File: config.mk
export PLATFORM = sky130hd
export DESIGN_NAME = rpk_top
export DESIGN_NICKNAME = d
export VERILOG_FILES = /design/src/rpk_pkg.sv /design/src/rpk_peak.sv /design/src/rpk_avg.sv /design/src/rpk_top.sv
export VERILOG_INCLUDE_DIRS = /design/src
export SDC_FILE = /design/constraint.sdc
export NUM_CORES = 1
export LEC_CHECK = 0
export BUFFER_PORTS_ARGS = -buffer_cell sky130_fd_sc_hd__buf_2
export CORE_AREA = 3 3 125 127
export CTS_BUF_LIST = sky130_fd_sc_hd__clkbuf_8
export DETAILED_ROUTE_END_ITERATION = 10
export DIE_AREA = 0 0 128 130
export PLACE_DENSITY = 0.95
export SLEW_MARGIN = 20
export SYNTH_ARGS = -nofsm -noshare
export SYNTH_HDL_FRONTEND = slang
export SYNTH_HIERARCHICAL = 1
export SYNTH_SLANG_ARGS = --single-unit
File: constraint.sdc
create_clock -name ref_clk -period 4.95 [get_ports ref_clk]
set_clock_uncertainty 0.2 [all_clocks]
set_input_delay 1.2375 -clock ref_clk [delete_from_list [all_inputs] [get_ports ref_clk]]
set_output_delay 1.2375 -clock ref_clk [all_outputs]
set_load 0.05 [all_outputs]
File: src/rpk_defines.svh
// Register offsets, field positions, reset values and timing counts.
`ifndef RPK_DEFINES_SVH
`define RPK_DEFINES_SVH
`define RPK_CLK_HZ 50000000
`define RPK_SAMPLE_HZ 274000
`define RPK_SAMPLE_DIV ((`RPK_CLK_HZ + `RPK_SAMPLE_HZ - 1) / `RPK_SAMPLE_HZ)
`define RPK_REF_STARTUP_US 100
`define RPK_REF_STARTUP_CYC (`RPK_REF_STARTUP_US * (`RPK_CLK_HZ / 1000000))
`define RPK_AVG_SAMPLES 4
`define RPK_OFF_CTRL 8'h00
`define RPK_OFF_RES_HIGH 8'h04
`define RPK_OFF_RES_LOW 8'h08
`define RPK_OFF_STATUS 8'h0c
`define RPK_OFF_PAYLOAD 8'h10
`define RPK_OFF_RECEIVE 8'h14
`define RPK_OFF_WAKEUP 8'h18
`define RPK_OFF_BITDELAY 8'h1c
`define RPK_SEL_RESET 3'h0
`define RPK_DONE_BIT 0
`define RPK_REF_BIT 1
`define RPK_READY_BIT 2
`endif

File: src/rpk_pkg.sv
// Types shared by the peak readout design.
package rpk_pkg;
    typedef enum logic [2:0] {
        RPK_SEL_STRENGTH = 3'h0,
        RPK_SEL_TEMP = 3'h1,
        RPK_SEL_SUPPLY = 3'h2
    } rpk_sel_t;
    typedef enum {
        RPK_PL_IDLE,
        RPK_PL_DELAY,
        RPK_PL_OBSERVE
    } rpk_pl_state_t;
endpackage : rpk_pkg

File: src/rpk_peak.sv
// One peak tracker that keeps the largest averaged sample seen.
module rpk_peak
    import rpk_pkg::*;
(
    input wire logic ref_clk,
    input wire logic reset,
    input wire logic clk_en,
    input wire logic restart,
    input wire logic observe,
    input wire logic sample_valid,
    input wire logic [9:0] sample,
    output logic [9:0] peak
);
    // Restart clears the tracked peak; larger samples replace it.
    always_ff @(posedge ref_clk) begin
        if (reset) begin
            peak <= 10'h000;
        end else if (clk_en) begin
            if (restart) begin
                peak <= 10'h000;
            end else if (observe && sample_valid && sample > peak) begin
                peak <= sample;
            end
        end
    end
    a_peak_monotone: assert property (@(posedge ref_clk) disable iff (reset)
        (clk_en && !$past(restart) && $past(clk_en)) |-> peak >= $past(peak))
        else $error("Peak value decreased without restart.");
endmodule : rpk_peak

File: src/rpk_avg.sv
// Four-sample averager for the signal-strength level.
module rpk_avg
    import rpk_pkg::*;
(
    input wire logic ref_clk,
    input wire logic reset,
    input wire logic clk_en,
    input wire logic in_valid,
    input wire logic [9:0] in_data,
    output logic out_valid,
    output logic [9:0] out_data
);
    logic [11:0] acc;
    logic [1:0] cnt;
    logic [11:0] sum;
    assign sum = acc + {2'h0, in_data};
    always_ff @(posedge ref_clk) begin
        if (reset) begin
            acc <= 12'h000;
            cnt <= 2'h0;
            out_valid <= 1'b0;
            out_data <= 10'h000;
        end else if (clk_en) begin
            out_valid <= 1'b0;
            if (in_valid) begin
                cnt <= cnt + 2'h1;
                if (cnt == 2'h3) begin
                    acc <= 12'h000;
                    out_data <= sum[11:2];
                    out_valid <= 1'b1;
                end else begin
                    acc <= sum;
                end
            end
        end
    end
endmodule : rpk_avg

File: src/rpk_top.sv
// Signal-strength converter readout, averager and three peak detectors.
// Functional notes
// - Selector code 0 picks strength, 1 temperature, 2 half supply.
// - Selector resets to the signal-strength input.
// - Leaving strength in low power turns references on; host waits 100us.
// - References stay on until selector returns to strength.
// - Result refreshes about every 3.7us; host reads no faster.
// - A done flag shows a completed conversion.
// - Converter samples at a fixed 274kHz rate.
// - Strength is averaged over four samples before peak detection.
// - Payload detector observes from frame sync plus bit delay to end of message.
// - Payload peak cleared at sync, copied to register at end.
// - Payload observation start is delayed by programmed bit count.
// - Payload peak register cleared only by power-up reset.
// - Receive detector tracks whenever the receiver runs.
// - Reading receive peak refreshes register then restarts detector.
// - With receiver stopped, reads leave the detector unchanged.
// - Receive peak register clears to zero at reset.
// - Wake-up peak starts at zero each configuration, tracks search.
// - On wake-up the tracked peak is written to its register.
// - Without wake-up the peak is written at configuration end.
`include "rpk_defines.svh"
module rpk_top
    import rpk_pkg::*;
(
    input wire logic ref_clk,
    input wire logic reset,
    input wire logic clk_en,
    input wire logic [31:0] s_axi_awaddr,
    input wire logic s_axi_awvalid,
    output logic s_axi_awready,
    input wire logic [31:0] s_axi_wdata,
    input wire logic [3:0] s_axi_wstrb,
    input wire logic s_axi_wvalid,
    output logic s_axi_wready,
    output logic [1:0] s_axi_bresp,
    output logic s_axi_bvalid,
    input wire logic s_axi_bready,
    input wire logic [31:0] s_axi_araddr,
    input wire logic s_axi_arvalid,
    output logic s_axi_arready,
    output logic [31:0] s_axi_rdata,
    output logic [1:0] s_axi_rresp,
    output logic s_axi_rvalid,
    input wire logic s_axi_rready,
    input wire logic [9:0] strength_code,
    input wire logic [9:0] temp_code,
    input wire logic [9:0] supply_code,
    input wire logic low_power,
    input wire logic receiver_running,
    input wire logic frame_sync_found,
    input wire logic end_of_message,
    input wire logic data_bit_tick,
    input wire logic wakeup_search,
    input wire logic config_start,
    input wire logic wakeup_found,
    input wire logic config_end,
    output logic [2:0] converter_input_selector,
    output logic reference_enable
);
    localparam logic [7:0] DIV_LAST = 8'(`RPK_SAMPLE_DIV - 1);
    localparam logic [12:0] REF_CYC = 13'(`RPK_REF_STARTUP_CYC);
    logic [2:0] converter_input_select;
    logic [7:0] peak_start_bit_delay, div_cnt, pl_bits, aw_addr;
    logic [9:0] converter_result, avg_data, conv_mux;
    logic [9:0] payload_peak_level, receive_peak_level, wakeup_peak_level;
    logic [9:0] pl_track, rx_track, wu_track;
    logic [12:0] ref_cnt;
    logic [31:0] w_data;
    logic [3:0] w_strb;
    logic sample_tick, conv_done, ref_on, ref_ready, avg_valid;
    logic pl_restart, rx_restart, aw_held, w_held;
    logic do_write, rd_take, rd_rx_peak;
    rpk_pl_state_t pl_state;
    // The pins mirror the control field and the reference state.
    assign converter_input_selector = converter_input_select;
    assign reference_enable = ref_on;
    always_ff @(posedge ref_clk) begin
        if (reset) begin
            div_cnt <= 8'h00;
        end else if (clk_en) begin
            div_cnt <= (div_cnt == DIV_LAST) ? 8'h00 : div_cnt + 8'h01;
        end
    end
    assign sample_tick = (div_cnt == DIV_LAST);
    always_comb begin
        case (converter_input_select)
            RPK_SEL_STRENGTH: conv_mux = strength_code;
            RPK_SEL_TEMP: conv_mux = temp_code;
            RPK_SEL_SUPPLY: conv_mux = supply_code;
            default: conv_mux = 10'h000;
        endcase
    end
    always_ff @(posedge ref_clk) begin
        if (reset) begin
            converter_result <= 10'h000;
            conv_done <= 1'b0;
        end else if (clk_en) begin
            if (sample_tick) begin
                converter_result <= conv_mux;
            end
            // Set wins over the clear made by reading the high result.
            if (sample_tick) begin
                conv_done <= 1'b1;
            end else if (rd_take &&
                    s_axi_araddr[7:0] == `RPK_OFF_RES_HIGH) begin
                conv_done <= 1'b0;
            end
        end
    end
    always_ff @(posedge ref_clk) begin
        if (reset) begin
            ref_on <= 1'b0;
            ref_cnt <= 13'h0000;
        end else if (clk_en) begin
            if (converter_input_select != RPK_SEL_STRENGTH && low_power) begin
                ref_on <= 1'b1;
            end else if (converter_input_select == RPK_SEL_STRENGTH) begin
                ref_on <= 1'b0;
            end
            if (!ref_on) begin
                ref_cnt <= 13'h0000;
            end else if (ref_cnt != REF_CYC) begin
                ref_cnt <= ref_cnt + 13'h0001;
            end
        end
    end
    assign ref_ready = ref_on && (ref_cnt == REF_CYC);
    rpk_avg u_avg (
        .ref_clk(ref_clk),
        .reset(reset),
        .clk_en(clk_en),
        .in_valid(sample_tick && converter_input_select == RPK_SEL_STRENGTH),
        .in_data(conv_mux),
        .out_valid(avg_valid),
        .out_data(avg_data)
    );
    always_ff @(posedge ref_clk) begin
        if (reset) begin
            pl_state <= RPK_PL_IDLE;
            pl_bits <= 8'h00;
        end else if (clk_en) begin
            case (pl_state)
                RPK_PL_IDLE: begin
                    if (frame_sync_found) begin
                        pl_bits <= peak_start_bit_delay;
                        pl_state <= (peak_start_bit_delay == 8'h00) ?
                            RPK_PL_OBSERVE : RPK_PL_DELAY;
                    end
                end
                RPK_PL_DELAY: begin
                    if (end_of_message) begin
                        pl_state <= RPK_PL_IDLE;
                    end else if (data_bit_tick) begin
                        pl_bits <= pl_bits - 8'h01;
                        if (pl_bits == 8'h01) begin
                            pl_state <= RPK_PL_OBSERVE;
                        end
                    end
                end
                RPK_PL_OBSERVE: begin
                    if (end_of_message) begin
                        pl_state <= RPK_PL_IDLE;
                    end
                end
                default: pl_state <= RPK_PL_IDLE;
            endcase
        end
    end
    assign pl_restart = frame_sync_found && pl_state == RPK_PL_IDLE;
    rpk_peak u_pl (
        .ref_clk(ref_clk),
        .reset(reset),
        .clk_en(clk_en),
        .restart(pl_restart),
        .observe(pl_state == RPK_PL_OBSERVE),
        .sample_valid(avg_valid),
        .sample(avg_data),
        .peak(pl_track)
    );
    assign rd_rx_peak = rd_take && s_axi_araddr[7:0] == `RPK_OFF_RECEIVE;
    assign rx_restart = rd_rx_peak && receiver_running;
    rpk_peak u_rx (
        .ref_clk(ref_clk),
        .reset(reset),
        .clk_en(clk_en),
        .restart(rx_restart),
        .observe(receiver_running),
        .sample_valid(avg_valid),
        .sample(avg_data),
        .peak(rx_track)
    );
    rpk_peak u_wu (
        .ref_clk(ref_clk),
        .reset(reset),
        .clk_en(clk_en),
        .restart(config_start),
        .observe(wakeup_search),
        .sample_valid(avg_valid),
        .sample(avg_data),
        .peak(wu_track)
    );
    always_ff @(posedge ref_clk) begin
        if (reset) begin
            payload_peak_level <= 10'h000;
        end else if (clk_en && pl_state != RPK_PL_IDLE && end_of_message) begin
            payload_peak_level <= pl_track;
        end
    end
    always_ff @(posedge ref_clk) begin
        if (reset) begin
            receive_peak_level <= 10'h000;
        end else if (clk_en && rd_rx_peak) begin
            receive_peak_level <= rx_track;
        end
    end
    always_ff @(posedge ref_clk) begin
        if (reset) begin
            wakeup_peak_level <= 10'h000;
        end else if (clk_en && (wakeup_found || config_end)) begin
            wakeup_peak_level <= wu_track;
        end
    end

    // Write channel: address and data taken in either order.
    assign s_axi_awready = !aw_held && !s_axi_bvalid;
    assign s_axi_wready = !w_held && !s_axi_bvalid;
    assign do_write = aw_held && w_held && !s_axi_bvalid;
    always_ff @(posedge ref_clk) begin
        if (reset) begin
            aw_held <= 1'b0;
            w_held <= 1'b0;
            aw_addr <= 8'h00;
            w_data <= 32'h0000_0000;
            w_strb <= 4'h0;
            s_axi_bvalid <= 1'b0;
            s_axi_bresp <= 2'h0;
        end else if (clk_en) begin
            if (s_axi_awvalid && s_axi_awready) begin
                aw_held <= 1'b1;
                aw_addr <= s_axi_awaddr[7:0];
            end
            if (s_axi_wvalid && s_axi_wready) begin
                w_held <= 1'b1;
                w_data <= s_axi_wdata;
                w_strb <= s_axi_wstrb;
            end
            if (do_write) begin
                aw_held <= 1'b0;
                w_held <= 1'b0;
                s_axi_bvalid <= 1'b1;
                s_axi_bresp <= (aw_addr == `RPK_OFF_CTRL ||
                    aw_addr == `RPK_OFF_BITDELAY) ? 2'h0 : 2'h2;
            end else if (s_axi_bready) begin
                s_axi_bvalid <= 1'b0;
            end
        end
    end

    always_ff @(posedge ref_clk) begin
        if (reset) begin
            converter_input_select <= `RPK_SEL_RESET;
            peak_start_bit_delay <= 8'h00;
        end else if (clk_en && do_write && w_strb[0]) begin
            if (aw_addr == `RPK_OFF_CTRL) begin
                converter_input_select <= w_data[2:0];
            end
            if (aw_addr == `RPK_OFF_BITDELAY) begin
                peak_start_bit_delay <= w_data[7:0];
            end
        end
    end

    // Read channel: one cycle from address taken to data valid.
    assign s_axi_arready = !s_axi_rvalid;
    assign rd_take = s_axi_arvalid && s_axi_arready && clk_en;
    always_ff @(posedge ref_clk) begin
        if (reset) begin
            s_axi_rvalid <= 1'b0;
            s_axi_rdata <= 32'h0000_0000;
            s_axi_rresp <= 2'h0;
        end else if (clk_en) begin
            if (rd_take) begin
                s_axi_rvalid <= 1'b1;
                s_axi_rresp <= 2'h0;
                case (s_axi_araddr[7:0])
                    `RPK_OFF_CTRL:
                        s_axi_rdata <= {29'h0, converter_input_select};
                    // high result holds top eight bits
                    `RPK_OFF_RES_HIGH:
                        s_axi_rdata <= {24'h0, converter_result[9:2]};
                    `RPK_OFF_RES_LOW:
                        s_axi_rdata <= {30'h0, converter_result[1:0]};
                    `RPK_OFF_STATUS: s_axi_rdata <= {29'h0, ref_ready, ref_on,
                        conv_done};
                    `RPK_OFF_PAYLOAD:
                        s_axi_rdata <= {22'h0, payload_peak_level};
                    `RPK_OFF_RECEIVE: s_axi_rdata <= {22'h0, rx_track};
                    `RPK_OFF_WAKEUP: s_axi_rdata <= {22'h0, wakeup_peak_level};
                    `RPK_OFF_BITDELAY:
                        s_axi_rdata <= {24'h0, peak_start_bit_delay};
                    default: begin
                        s_axi_rdata <= 32'h0000_0000;
                        s_axi_rresp <= 2'h2;
                    end
                endcase
            end else if (s_axi_rready) begin
                s_axi_rvalid <= 1'b0;
            end
        end
    end

    a_sample_rate: assert property (@(posedge ref_clk) disable iff (reset)
        (clk_en && sample_tick) |=> !sample_tick [*8])
        else $error("Converter samples too close together.");
    a_ref_enable: assert property (@(posedge ref_clk) disable iff (reset)
        (clk_en && low_power && converter_input_select != RPK_SEL_STRENGTH)
        |=> ref_on)
        else $error("References not enabled outside strength input.");
    a_ref_release: assert property (@(posedge ref_clk) disable iff (reset)
        (clk_en && converter_input_select == RPK_SEL_STRENGTH) |=> !ref_on)
        else $error("References stayed on with strength selected.");
    a_payload_hold: assert property (@(posedge ref_clk) disable iff (reset)
        !$past(end_of_message) |-> $stable(payload_peak_level))
        else $error("Payload peak changed without end of message.");
    a_rx_restart: assert property (@(posedge ref_clk) disable iff (reset)
        rx_restart |=> rx_track == 10'h000 &&
            receive_peak_level == $past(rx_track))
        else $error("Receive peak read did not refresh and restart.");
    a_rx_stopped: assert property (@(posedge ref_clk) disable iff (reset)
        (!receiver_running && clk_en) |=> $stable(rx_track))
        else $error("Receive detector changed while stopped.");
    a_wu_capture: assert property (@(posedge ref_clk) disable iff (reset)
        (clk_en && wakeup_found) |=> wakeup_peak_level == $past(wu_track))
        else $error("Wake-up peak not captured.");
    a_done_set: assert property (@(posedge ref_clk) disable iff (reset)
        (clk_en && sample_tick) |=> conv_done)
        else $error("Done flag missing after conversion.");
endmodule : rpk_top

* Word level (Yosys, flattened, before mapping)
Cells that the tools add are included.
** Storage, ports and cells
- Register bits :: 216
- Input port bits :: 147
- Output and inout port bits :: 45
** Cells by class
- $add $sub $neg :: 5
- Order comparisons :: 3
- Equal/unequal tests :: 25
- Multiplexer cells :: 39
- Reductions and logical operators :: 72
** Operators with widths (number)
- 32-bit 2-to-1 mux :: 5
- 32-bit case mux with 3 select lines :: 1
- 10-bit case mux with 8 select lines :: 1
- 32-bit zero test :: 2
- 10-bit 2-to-1 mux :: 6
- 8-bit by 5-bit equality test with 1-bit output, second input constant :: 5
- 2-bit AND reduction :: 18
- 32-bit by 1-bit equality test with 1-bit output, second input constant :: 1
- 32-bit by 2-bit equality test with 1-bit output, second input constant :: 1
- 32-bit by 3-bit equality test with 1-bit output, second input constant :: 1
- 8-bit 2-to-1 mux :: 4
- 32-bit nonzero test :: 1
- 10-bit > comparator :: 3
- 10-bit case mux with 3 select lines :: 1
- 1-bit logical AND :: 26
- 13-bit 2-to-1 mux :: 2
- 8-bit zero test :: 3
- 2-bit nonzero test :: 10
- 8-bit by 4-bit equality test with 1-bit output, second input constant :: 2
- 8-bit case mux with 2 select lines :: 1
- 1-bit 2-to-1 mux :: 14
- 13-bit by 1-bit adder with 13-bit output, second input constant :: 1
- 13-bit equality test, second input constant :: 1
- 13-bit inequality test, second input constant :: 1
- 22 further kinds :: 33

* Logic depth before layout (Yosys ltp)
Gate-level depths: netlist (run 1).
- Word-level depth :: 7
- Gate-level depth with buffers :: 13
- Depth with buffers taken out :: 11

* Hierarchy
The synthesis (run 1) kept the hierarchy.
** Modules (own cells, without submodules)
- rpk_top :: instances 1, cells each 631, area an instance 5490.3 um^2, sequential area each 2142.1 um^2
- rpk_peak :: instances 3, cells each 79, area an instance 651.9 um^2, sequential area each 200.2 um^2
- rpk_avg :: instances 1, cells each 160, area an instance 1371.3 um^2, sequential area each 500.5 um^2

* Worst setup path before layout (run 1)
No wires, ideal clock.
- Kind :: input-to-reg
- Start point :: input supply_code[0]
- End point :: register u_avg.acc[10]
- Library setup time :: 0.070 ns
- Arrival :: 3.334 ns
- Data required time :: 4.680 ns
- Setup slack :: 1.345 ns
- Cell stages on the path :: 11
- Cells stage by stage :: mux2i_1 -> o2bb2ai_1 -> nor2b_1 -> ha_1 -> fa_1 -> a2111oi_1 -> o311ai_1 -> a21boi_1 -> and2b_1 -> o21ai_0 -> a21oi_1
** On the way
- Longest elaborated chain between the ends :: 3
** Ends and longest elaborated chain
- start, declared :: RTL line rpk_top.sv:48 : input wire logic [9:0] supply_code,
- 10-bit case mux with 3 select lines :: RTL line rpk_top.sv:87 : case (converter_input_select)
- via conv_mux[0] :: RTL line rpk_top.sv:65 : logic [9:0] converter_result, avg_data, conv_mux;
- 12-bit by 10-bit adder with 12-bit output :: RTL line rpk_avg.sv:16 : assign sum = acc + {2'h0, in_data};
- 12-bit 2-to-1 mux :: RTL line rpk_avg.sv:27 : if (cnt == 2'h3) begin
- end signal, assigned :: RTL line rpk_avg.sv:32 : acc <= sum;
- end, declared :: RTL line rpk_avg.sv:13 : logic [11:0] acc;
The timed path passes the listed nets, and every way through them passes these cells.
A chain may end at the register's enable or synchronous reset.

* Final worst setup path (run 1)
- Start point :: register converter_input_select[0] (netlist: converter_input_selector[0])
- End point :: register u_avg.acc[9]
** On the way
- Longest elaborated chain between the ends :: 4
- Elaborated cells on any way between the ends :: 8
- Those cells by class :: add/sub: 1; eq/ne: 2; mux: 2; reduce/logical: 3
** Ends and longest elaborated chain
- start, declared :: RTL line rpk_top.sv:63 : logic [2:0] converter_input_select;
- start signal, assigned :: RTL line rpk_top.sv:262 : converter_input_select <= `RPK_SEL_RESET;
- start signal, assigned :: RTL line rpk_top.sv:266 : converter_input_select <= w_data[2:0];
- 3-bit by 2-bit equality test with 1-bit output (tied with other cells) :: RTL line rpk_top.sv:87
- 10-bit case mux with 3 select lines * :: RTL line rpk_top.sv:87
- via conv_mux[3] :: RTL line rpk_top.sv:65
- 12-bit by 10-bit adder with 12-bit output * :: RTL line rpk_avg.sv:16
- 12-bit 2-to-1 mux * :: RTL line rpk_avg.sv:27
Mark *: on every way through the listed nets, which the timed path passes. The rest lies on a longest branch.

==> results of run 1 <==
==> routing by layer <==
layer | GRT usage, % | vias up | routed length (um)
met3 | 5.40 | 87 | 1720
met2 | 47.5 | 400 | 11200
met5 | 0 | - | 0
met1 | 32.9 | 3767 | 9150
met4 | 13.7 | 0 | 905
li1 | - | 3738 | -
==> power by group <==
group,switching [mW],total [mW],internal [mW]
logic,0.164,0.237,0.0727
registers,0.0161,1.33,1.32
clock network,0.499,0.966,0.468
==> critical path: cells and delay by family, from the launching register on <==
| family | cells | cell delay [ns] |
|---|---|---|
| AOI/OAI and AO/OA | 6 | 1.37 |
| DFF | 1 | 0.69 |
| and+or+nand+nor | 2 | 0.84 |
| adders and majority gates | 1 | 0.33 |
| xor gates and xnor gates | 1 | 0.16 |
==> final cells by class <==
cell class,count,area [sq um],area share [%]
Sequential cell,162,3240,33.6
Tap cell,184,230,2.38
Multi-Input combinational cell,770,5080,52.5
Inverter,46,173,1.79
Timing Repair Buffer,102,538,5.57
Clock buffer,22,303,3.13
Clock inverter,10,98.8,1.02
==> worst paths after layout <==
path	from	end	slack, ns	depth (start not counted)
hold reg to reg	converter_result[1]$_SDFFE_PP0P_	converter_result[1]$_SDFFE_PP0P_	0.26	2
hold / removal	converter_result[1]$_SDFFE_PP0P_	converter_result[1]$_SDFFE_PP0P_	0.26	2
setup / recovery	converter_input_selector[0]$_SDFFE_PP0P_	u_avg/acc[9]$_SDFFE_PP0P_	1.25	10
setup reg to reg	converter_input_selector[0]$_SDFFE_PP0P_	u_avg/acc[9]$_SDFFE_PP0P_	1.25	10
==> sequential cells by signal (all words and copies together) (netlist names), 10 cells and up <==
| signal | flops |
|---|---|
| converter_result | 10 |
| payload_peak_level | 10 |
| ref_cnt | 13 |
| s_axi_rdata | 10 |
| u_avg/acc | 12 |
| u_avg/out_data | 10 |
| u_pl/peak | 10 |
| u_rx/peak | 10 |
| u_wu/peak | 10 |
| wakeup_peak_level | 10 |
==> cell families (layout without fill, tap and decap cells) <==
kind of cell,after synthesis,after routing
simple gates,373,373
compound gates,207,207
flops,162,162
buf+inv,119,180
mux,91,91
fa+ha+maj,48,48
xor+xnor,27,27
other cells,1,24
==> stage by stage <==
step / area, sq um / hold WS [ns] / cells / power (mW)
final: 9660 / 0.262 / 1296 / 2.54
after global routing: 9660 / 0.282 / 1296 / 2.62
after CTS: 9660 / 0.260 / 1296 / 2.54
after detailed placement: 9260 / 0.248 / 1264 / 1.59
after global placement: 9260 / 0.234 / 1264 / 1.59
after floorplan: 8900 / 0.220 / 1051 / 1.54
==> cells in the mapped netlist (all sizes together), types with 5 or more instances <==
cell type  instances  share of area, %
a211o              5              0.50
a211oi            12               1.0
a21o              17               1.4
a21oi             79               4.6
a22oi              5              0.43
a32oi              5              0.50
and3               6              0.43
and4               7              0.70
buf               49               3.7
clkbuf            24               1.0
dfxtp            162                37
ha                47               6.7
inv               46               2.0
mux2               6              0.77
mux2i             81               9.2
nand2            136               5.8
nand2b             8              0.57
nand3             29               1.6
nand3b            12               1.0
nand4             17               1.2
nor2              94               4.0
nor2b             15               1.1
nor3              10              0.57
nor4               6              0.43
o21ai             36               2.0
o2bb2ai           12               1.2
or4                5              0.47
xnor2              9              0.89
xor2              18               1.8
==> results.toml, run 1 <==
[run_status]
status = "finished, final reports clean"

[min_path]
hold_path.class = "register to register"

[logic_synthesis]
synth-xor-area-share_pct = 2.68
muxShareOfSynthArea_pct = 11.0
ys_warn_count = 6
syn_inst = 1028
synth_seq_cells = 162
synthAdderAreaFrac_pct = 6.90
synth_top_family_by_area = "simple AND/OR/NAND/NOR gates"
synth_flop_cell = "dfxtp_1"
synth_area_per_cell_sq_um = 8.58
ys_types = 73
synth-compound-area-share_pct = 15.2
async_reset_ff_share_pct = 0
synth_edf_count = 0
synth-simple-area-share_pct = 20.7
synth_area_sq_um = 8820
seq_area_frac_synth_pct = 36.8

[sta]
drv_slew = 0
period_share_pct = 74.8
max_freq_mhz = 270
period_minus_slack_ns = 3.70
finalWorstSetupSlack_ns = 1.25
hold_viol_final = 0
max_slew_margin_pct = 36.4
worst_pin_slew_ns = 0.954
setup_tns_ns = 0
rsz0062_at_grt = "false"
finalSetupViolCount = 0

[final_layout]
fillerInstances = 1045
antenna-diode-count = 0
fin_util_pct = 66.5
syn2layout_area_growth_pct = 9.58
final_cell_mix = "dfxtp_1, nand2_1, nor2_1, buf_2, mux2i_1"
drive_above_1_share_pct = 13.8
nNetsFinal = 1294
final_common_cell = "dfxtp_1"

[worst_setup_path]
crit_required_ns = 5.09
cp_slowest_cell = "dfxtp_1"
arrival_ns = 3.84
cp-start-kind = "register"
worstPathMaxFanout = 15
max_stage_delay_ns = 0.69
endpoint_kind = "register"
critical_path_class = "register to register"
cp_cell_sequence = "nor2b_1 > o2bb2ai_1 > nor2b_1 > ha_1 > a21o_1 > a21oi_2 > a21oi_2 > o41ai_1 > xor2_1 > o41ai_1"

[clock_tree]
ctsResizeCount = 0
holdBufCountCts = 0
cts_buffers = 17
clk_path_buf_depth = 2
cts_max_level = 4
clk_pin_slew_ns = 0.09
cts_setup_buffers = 0
cts_tree = "done"
clk_latency_ns = 0.46
cts_root_buffer = "clkbuf_8"
clock_sinks = 162

[floorplanning]
design.core.area_sq_um = 14500
start_util_pct = 60.7
fp.dieH_um = 130
rows = 44
ioPinCount = 192
die_x_um = 128
dieArea_sq_um = 16600

[drt]
wl_per_cell_um = 17.7
num_vias = 7992
routed_wl_um = 23000
ant_nets = 0
drc = 0
first_pass_iters = 6
drt_iter0_drc = 817
vias_per_cell = 6.17

[grt]
gr-usage-all-layers_pct = 27.6
grt_overflow = 0
antenna_found_initial = 0
grt_pass1_wl_um = 37000
grt_max_degree = 84
grt_pass1_vias = 7777

[placement]
place_ws_ns = 0.933
port_buffers = 92
dpl.hpwl_um = 16100
place.gp.congestion = 0.898

[pwr]
p_per_area_nw_per_um2 = 263
leakage_nw = 3.82
ir_drop_mv = 0.204

[job]
drv_cap = 0
(Power assumes the default switching activity.)
==> inputs of run 2 (changes only) <==
ABC_AREA = 1   (was unset)
CORE_AREA = 3 3 133 135   (was 3 3 125 127)
DIE_AREA = 0 0 136 138   (was 0 0 128 130)
PLACE_DENSITY = 0.93   (was 0.95)
clock period = 3.6 ns   (was 4.95 ns; I/O delays follow)
==> run 2 against run 1 <==
Compared with the run above:
- synthesized area is 7.5% higher
- die area is 13% higher
- largest power group unchanged
- register-to-register slack worse by 0.63 ns
- clock power is 58% higher
- sequential share of layout area is 2.3 points lower
- core utilization is 3.9 points lower
- final area is 7.4% higher
- count of clock-buffer cells in the layout is 4 lower
- sequential power is 43% higher
- cell count is 34% higher
- via count is 17% higher
- total power is 57% higher
==> results.toml, run 2 <==
[run_status]
status = "finished, final reports clean"

[clock_tree]
cts_buffers = 17
clk_pin_slew_ns = 0.09
clk_latency_ns = 0.47
cts_tree = "done"
ctsResizeCount = 0
cts_setup_buffers = 0
clk_path_buf_depth = 2
cts_max_level = 4
cts_root_buffer = "clkbuf_8"
clock_sinks = 162
holdBufCountCts = 0

[grt]
grt_pass1_vias = 8558
gr-usage-all-layers_pct = 25.4
grt_max_degree = 76
grt_pass1_wl_um = 39300
antenna_found_initial = 0
grt_overflow = 0

[pwr]
p_per_area_nw_per_um2 = 384
p_total_mw = 3.99
ir_drop_mv = 0.252
leakage_nw = 4.84

[sta]
max_slew_margin_pct = 55.8
hold_viol_final = 0
worst_pin_slew_ns = 0.661
period_minus_slack_ns = 2.99
max_freq_mhz = 335
drv_slew = 0
setup_tns_ns = 0
hold-worst-slack_ns = 0.245
finalWorstSetupSlack_ns = 0.613
rsz0062_at_grt = "false"
period_share_pct = 83.0
finalSetupViolCount = 0

[final_layout]
top_register = "ref_cnt"
final_cell_mix = "nand2_1, nor2_1, dfxtp_1, inv_1, nand3_1"
nNetsFinal = 1697
drive_above_1_share_pct = 13.3
antenna-diode-count = 0
syn2layout_area_growth_pct = 9.53
top_regs = "ref_cnt (13), u_avg/acc (12)"
instances_no_fill = 1734
final_common_cell = "nand2_1"
largest_reg_flops = 13

[logic_synthesis]
synth_most_common_cell = "nand2_1"
seq_area_frac_synth_pct = 34.2
ys_warn_count = 6
synth_top_area_cell = "dfxtp_1"
ys_types = 46
synth_area_per_cell_sq_um = 6.65
ys_top_cells_by_count = "nand2_1, nor2_1, dfxtp_1, inv_1, nand3_1"
synthTopCellsByArea = "dfxtp_1, nand2_1, nor2_1"
syn_inst = 1424
synth_flop_cell = "dfxtp_1"
synth_area_sq_um = 9480
synth_seq_cells = 162
synth_top_area_share_pct = 34.2
synth_edf_count = 0
async_reset_ff_share_pct = 0

[drt]
wl_per_cell_um = 13.8
vias_per_cell = 5.39
first_pass_iters = 5
drc = 0
drt_iter0_drc = 821
num_vias = 9352
routed_wl_um = 24000
ant_nets = 0

[worst_setup_path]
arrival_ns = 3.15
max_stage_delay_ns = 0.45
endpoint_kind = "register"
cp_cell_sequence = "nor2_1 > nand2_1 > clkinv_1 > nand2_1 > nand3_1 > ha_1 > fa_1 > nand2_1 > nand3_1 > nand3_1 > nand3b_1 > nand2_1 > nand2_1 > o211ai_1 > inv_1"
worstPathMaxFanout = 10
crit_required_ns = 3.76
critical_path_class = "register to register"
cp_slowest_cell = "fa_1"
cp-start-kind = "register"
crit_path_frequent_cell = "nand2_1"

[placement]
dpl.hpwl_um = 17600
dp.cells = 1703
port_buffers = 92
place.gp.congestion = 0.899
place_ws_ns = 0.522

[floorplanning]
design.core.area_sq_um = 16600
dieArea_sq_um = 18800
ioPinCount = 192
rows = 47
fp.dieH_um = 138
start_util_pct = 57.1
die_x_um = 136

[min_path]
hold_path.class = "register to register"

[job]
drv_cap = 0
run 2: cell count changes in the layout (fill, tap and decap cells not counted), moves of 19 or more:
cell     before  now
nand2_1     136  372
inv_1        46  158
nand3_1      29  123
nor2_1       94  177
mux2i_1      81    0
o21ai_0      33   70
a21oi_1      77   96
run 2: final timing paths:
kind | startpoint | to | slack (ns) | cells after the start
min | div_cnt[5]$_SDFFE_PP0P_ | div_cnt[5]$_SDFFE_PP0P_ | 0.24 | 2
max reg2reg | converter_input_selector[0]$_SDFFE_PP0P_ | u_avg/out_data[4]$_SDFFE_PP0P_ | 0.61 | 15
min reg2reg | div_cnt[5]$_SDFFE_PP0P_ | div_cnt[5]$_SDFFE_PP0P_ | 0.24 | 2
max | converter_input_selector[0]$_SDFFE_PP0P_ | u_avg/out_data[4]$_SDFFE_PP0P_ | 0.61 | 15
run 2: layer usage:
metal  GRT usage (%)  vias to the layer above  share of wire, %
met1            31.4                     4260                42
met2            42.7                      381                48
met4            11.4                        0               3.6
met3            4.58                       61               6.9
li1                -                     4650                 -
met5               0                        -                 0
run 2: logic make-up (layout without fill, tap and decap cells):
family          Yosys count  count (layout)  synth area share, %
xor+xnor                 10              10                 1.00
flops                   162             162                 34.2
fa+ha+maj                48              48                 6.42
other cells               1              24               0.0396
buf+inv                 245             312                 12.0
compound gates          202             202                 11.3
simple gates            756             756                 35.1
run 2: metrics by stage:
stage | util, % | area (sq um)
finish | 62.6 | 10400
global route | 62.6 | 10400
CTS | 62.6 | 10400
detailed placement | 59.8 | 9920
global placement | 59.8 | 9920
floorplan | - | 9560
run 2: cell type report:
type | count | area (sq um)
Clock buffer | 18 | 248
Sequential cell | 162 | 3240
Tap cell | 220 | 275
Clock inverter | 13 | 210
Fill cell | 1389 | 6200
Multi-Input combinational cell | 1040 | 5190
Inverter | 180 | 676
Timing Repair Buffer | 101 | 541
run 2: where the power goes:
group          switching [mW]  internal (mW)
Sequential             0.0503           1.85
Clock                   0.692          0.842
Combinational           0.384          0.169
run 2: critical path: cells and delay by family, from the launching register on:
family,cells,cell delay [ns]
AOI/OAI and AO/OA,1,0.10
adders and majority gates,2,0.75
buffers and inverters,2,0.33
DFF,1,0.44
and+or+nand+nor,10,1.07
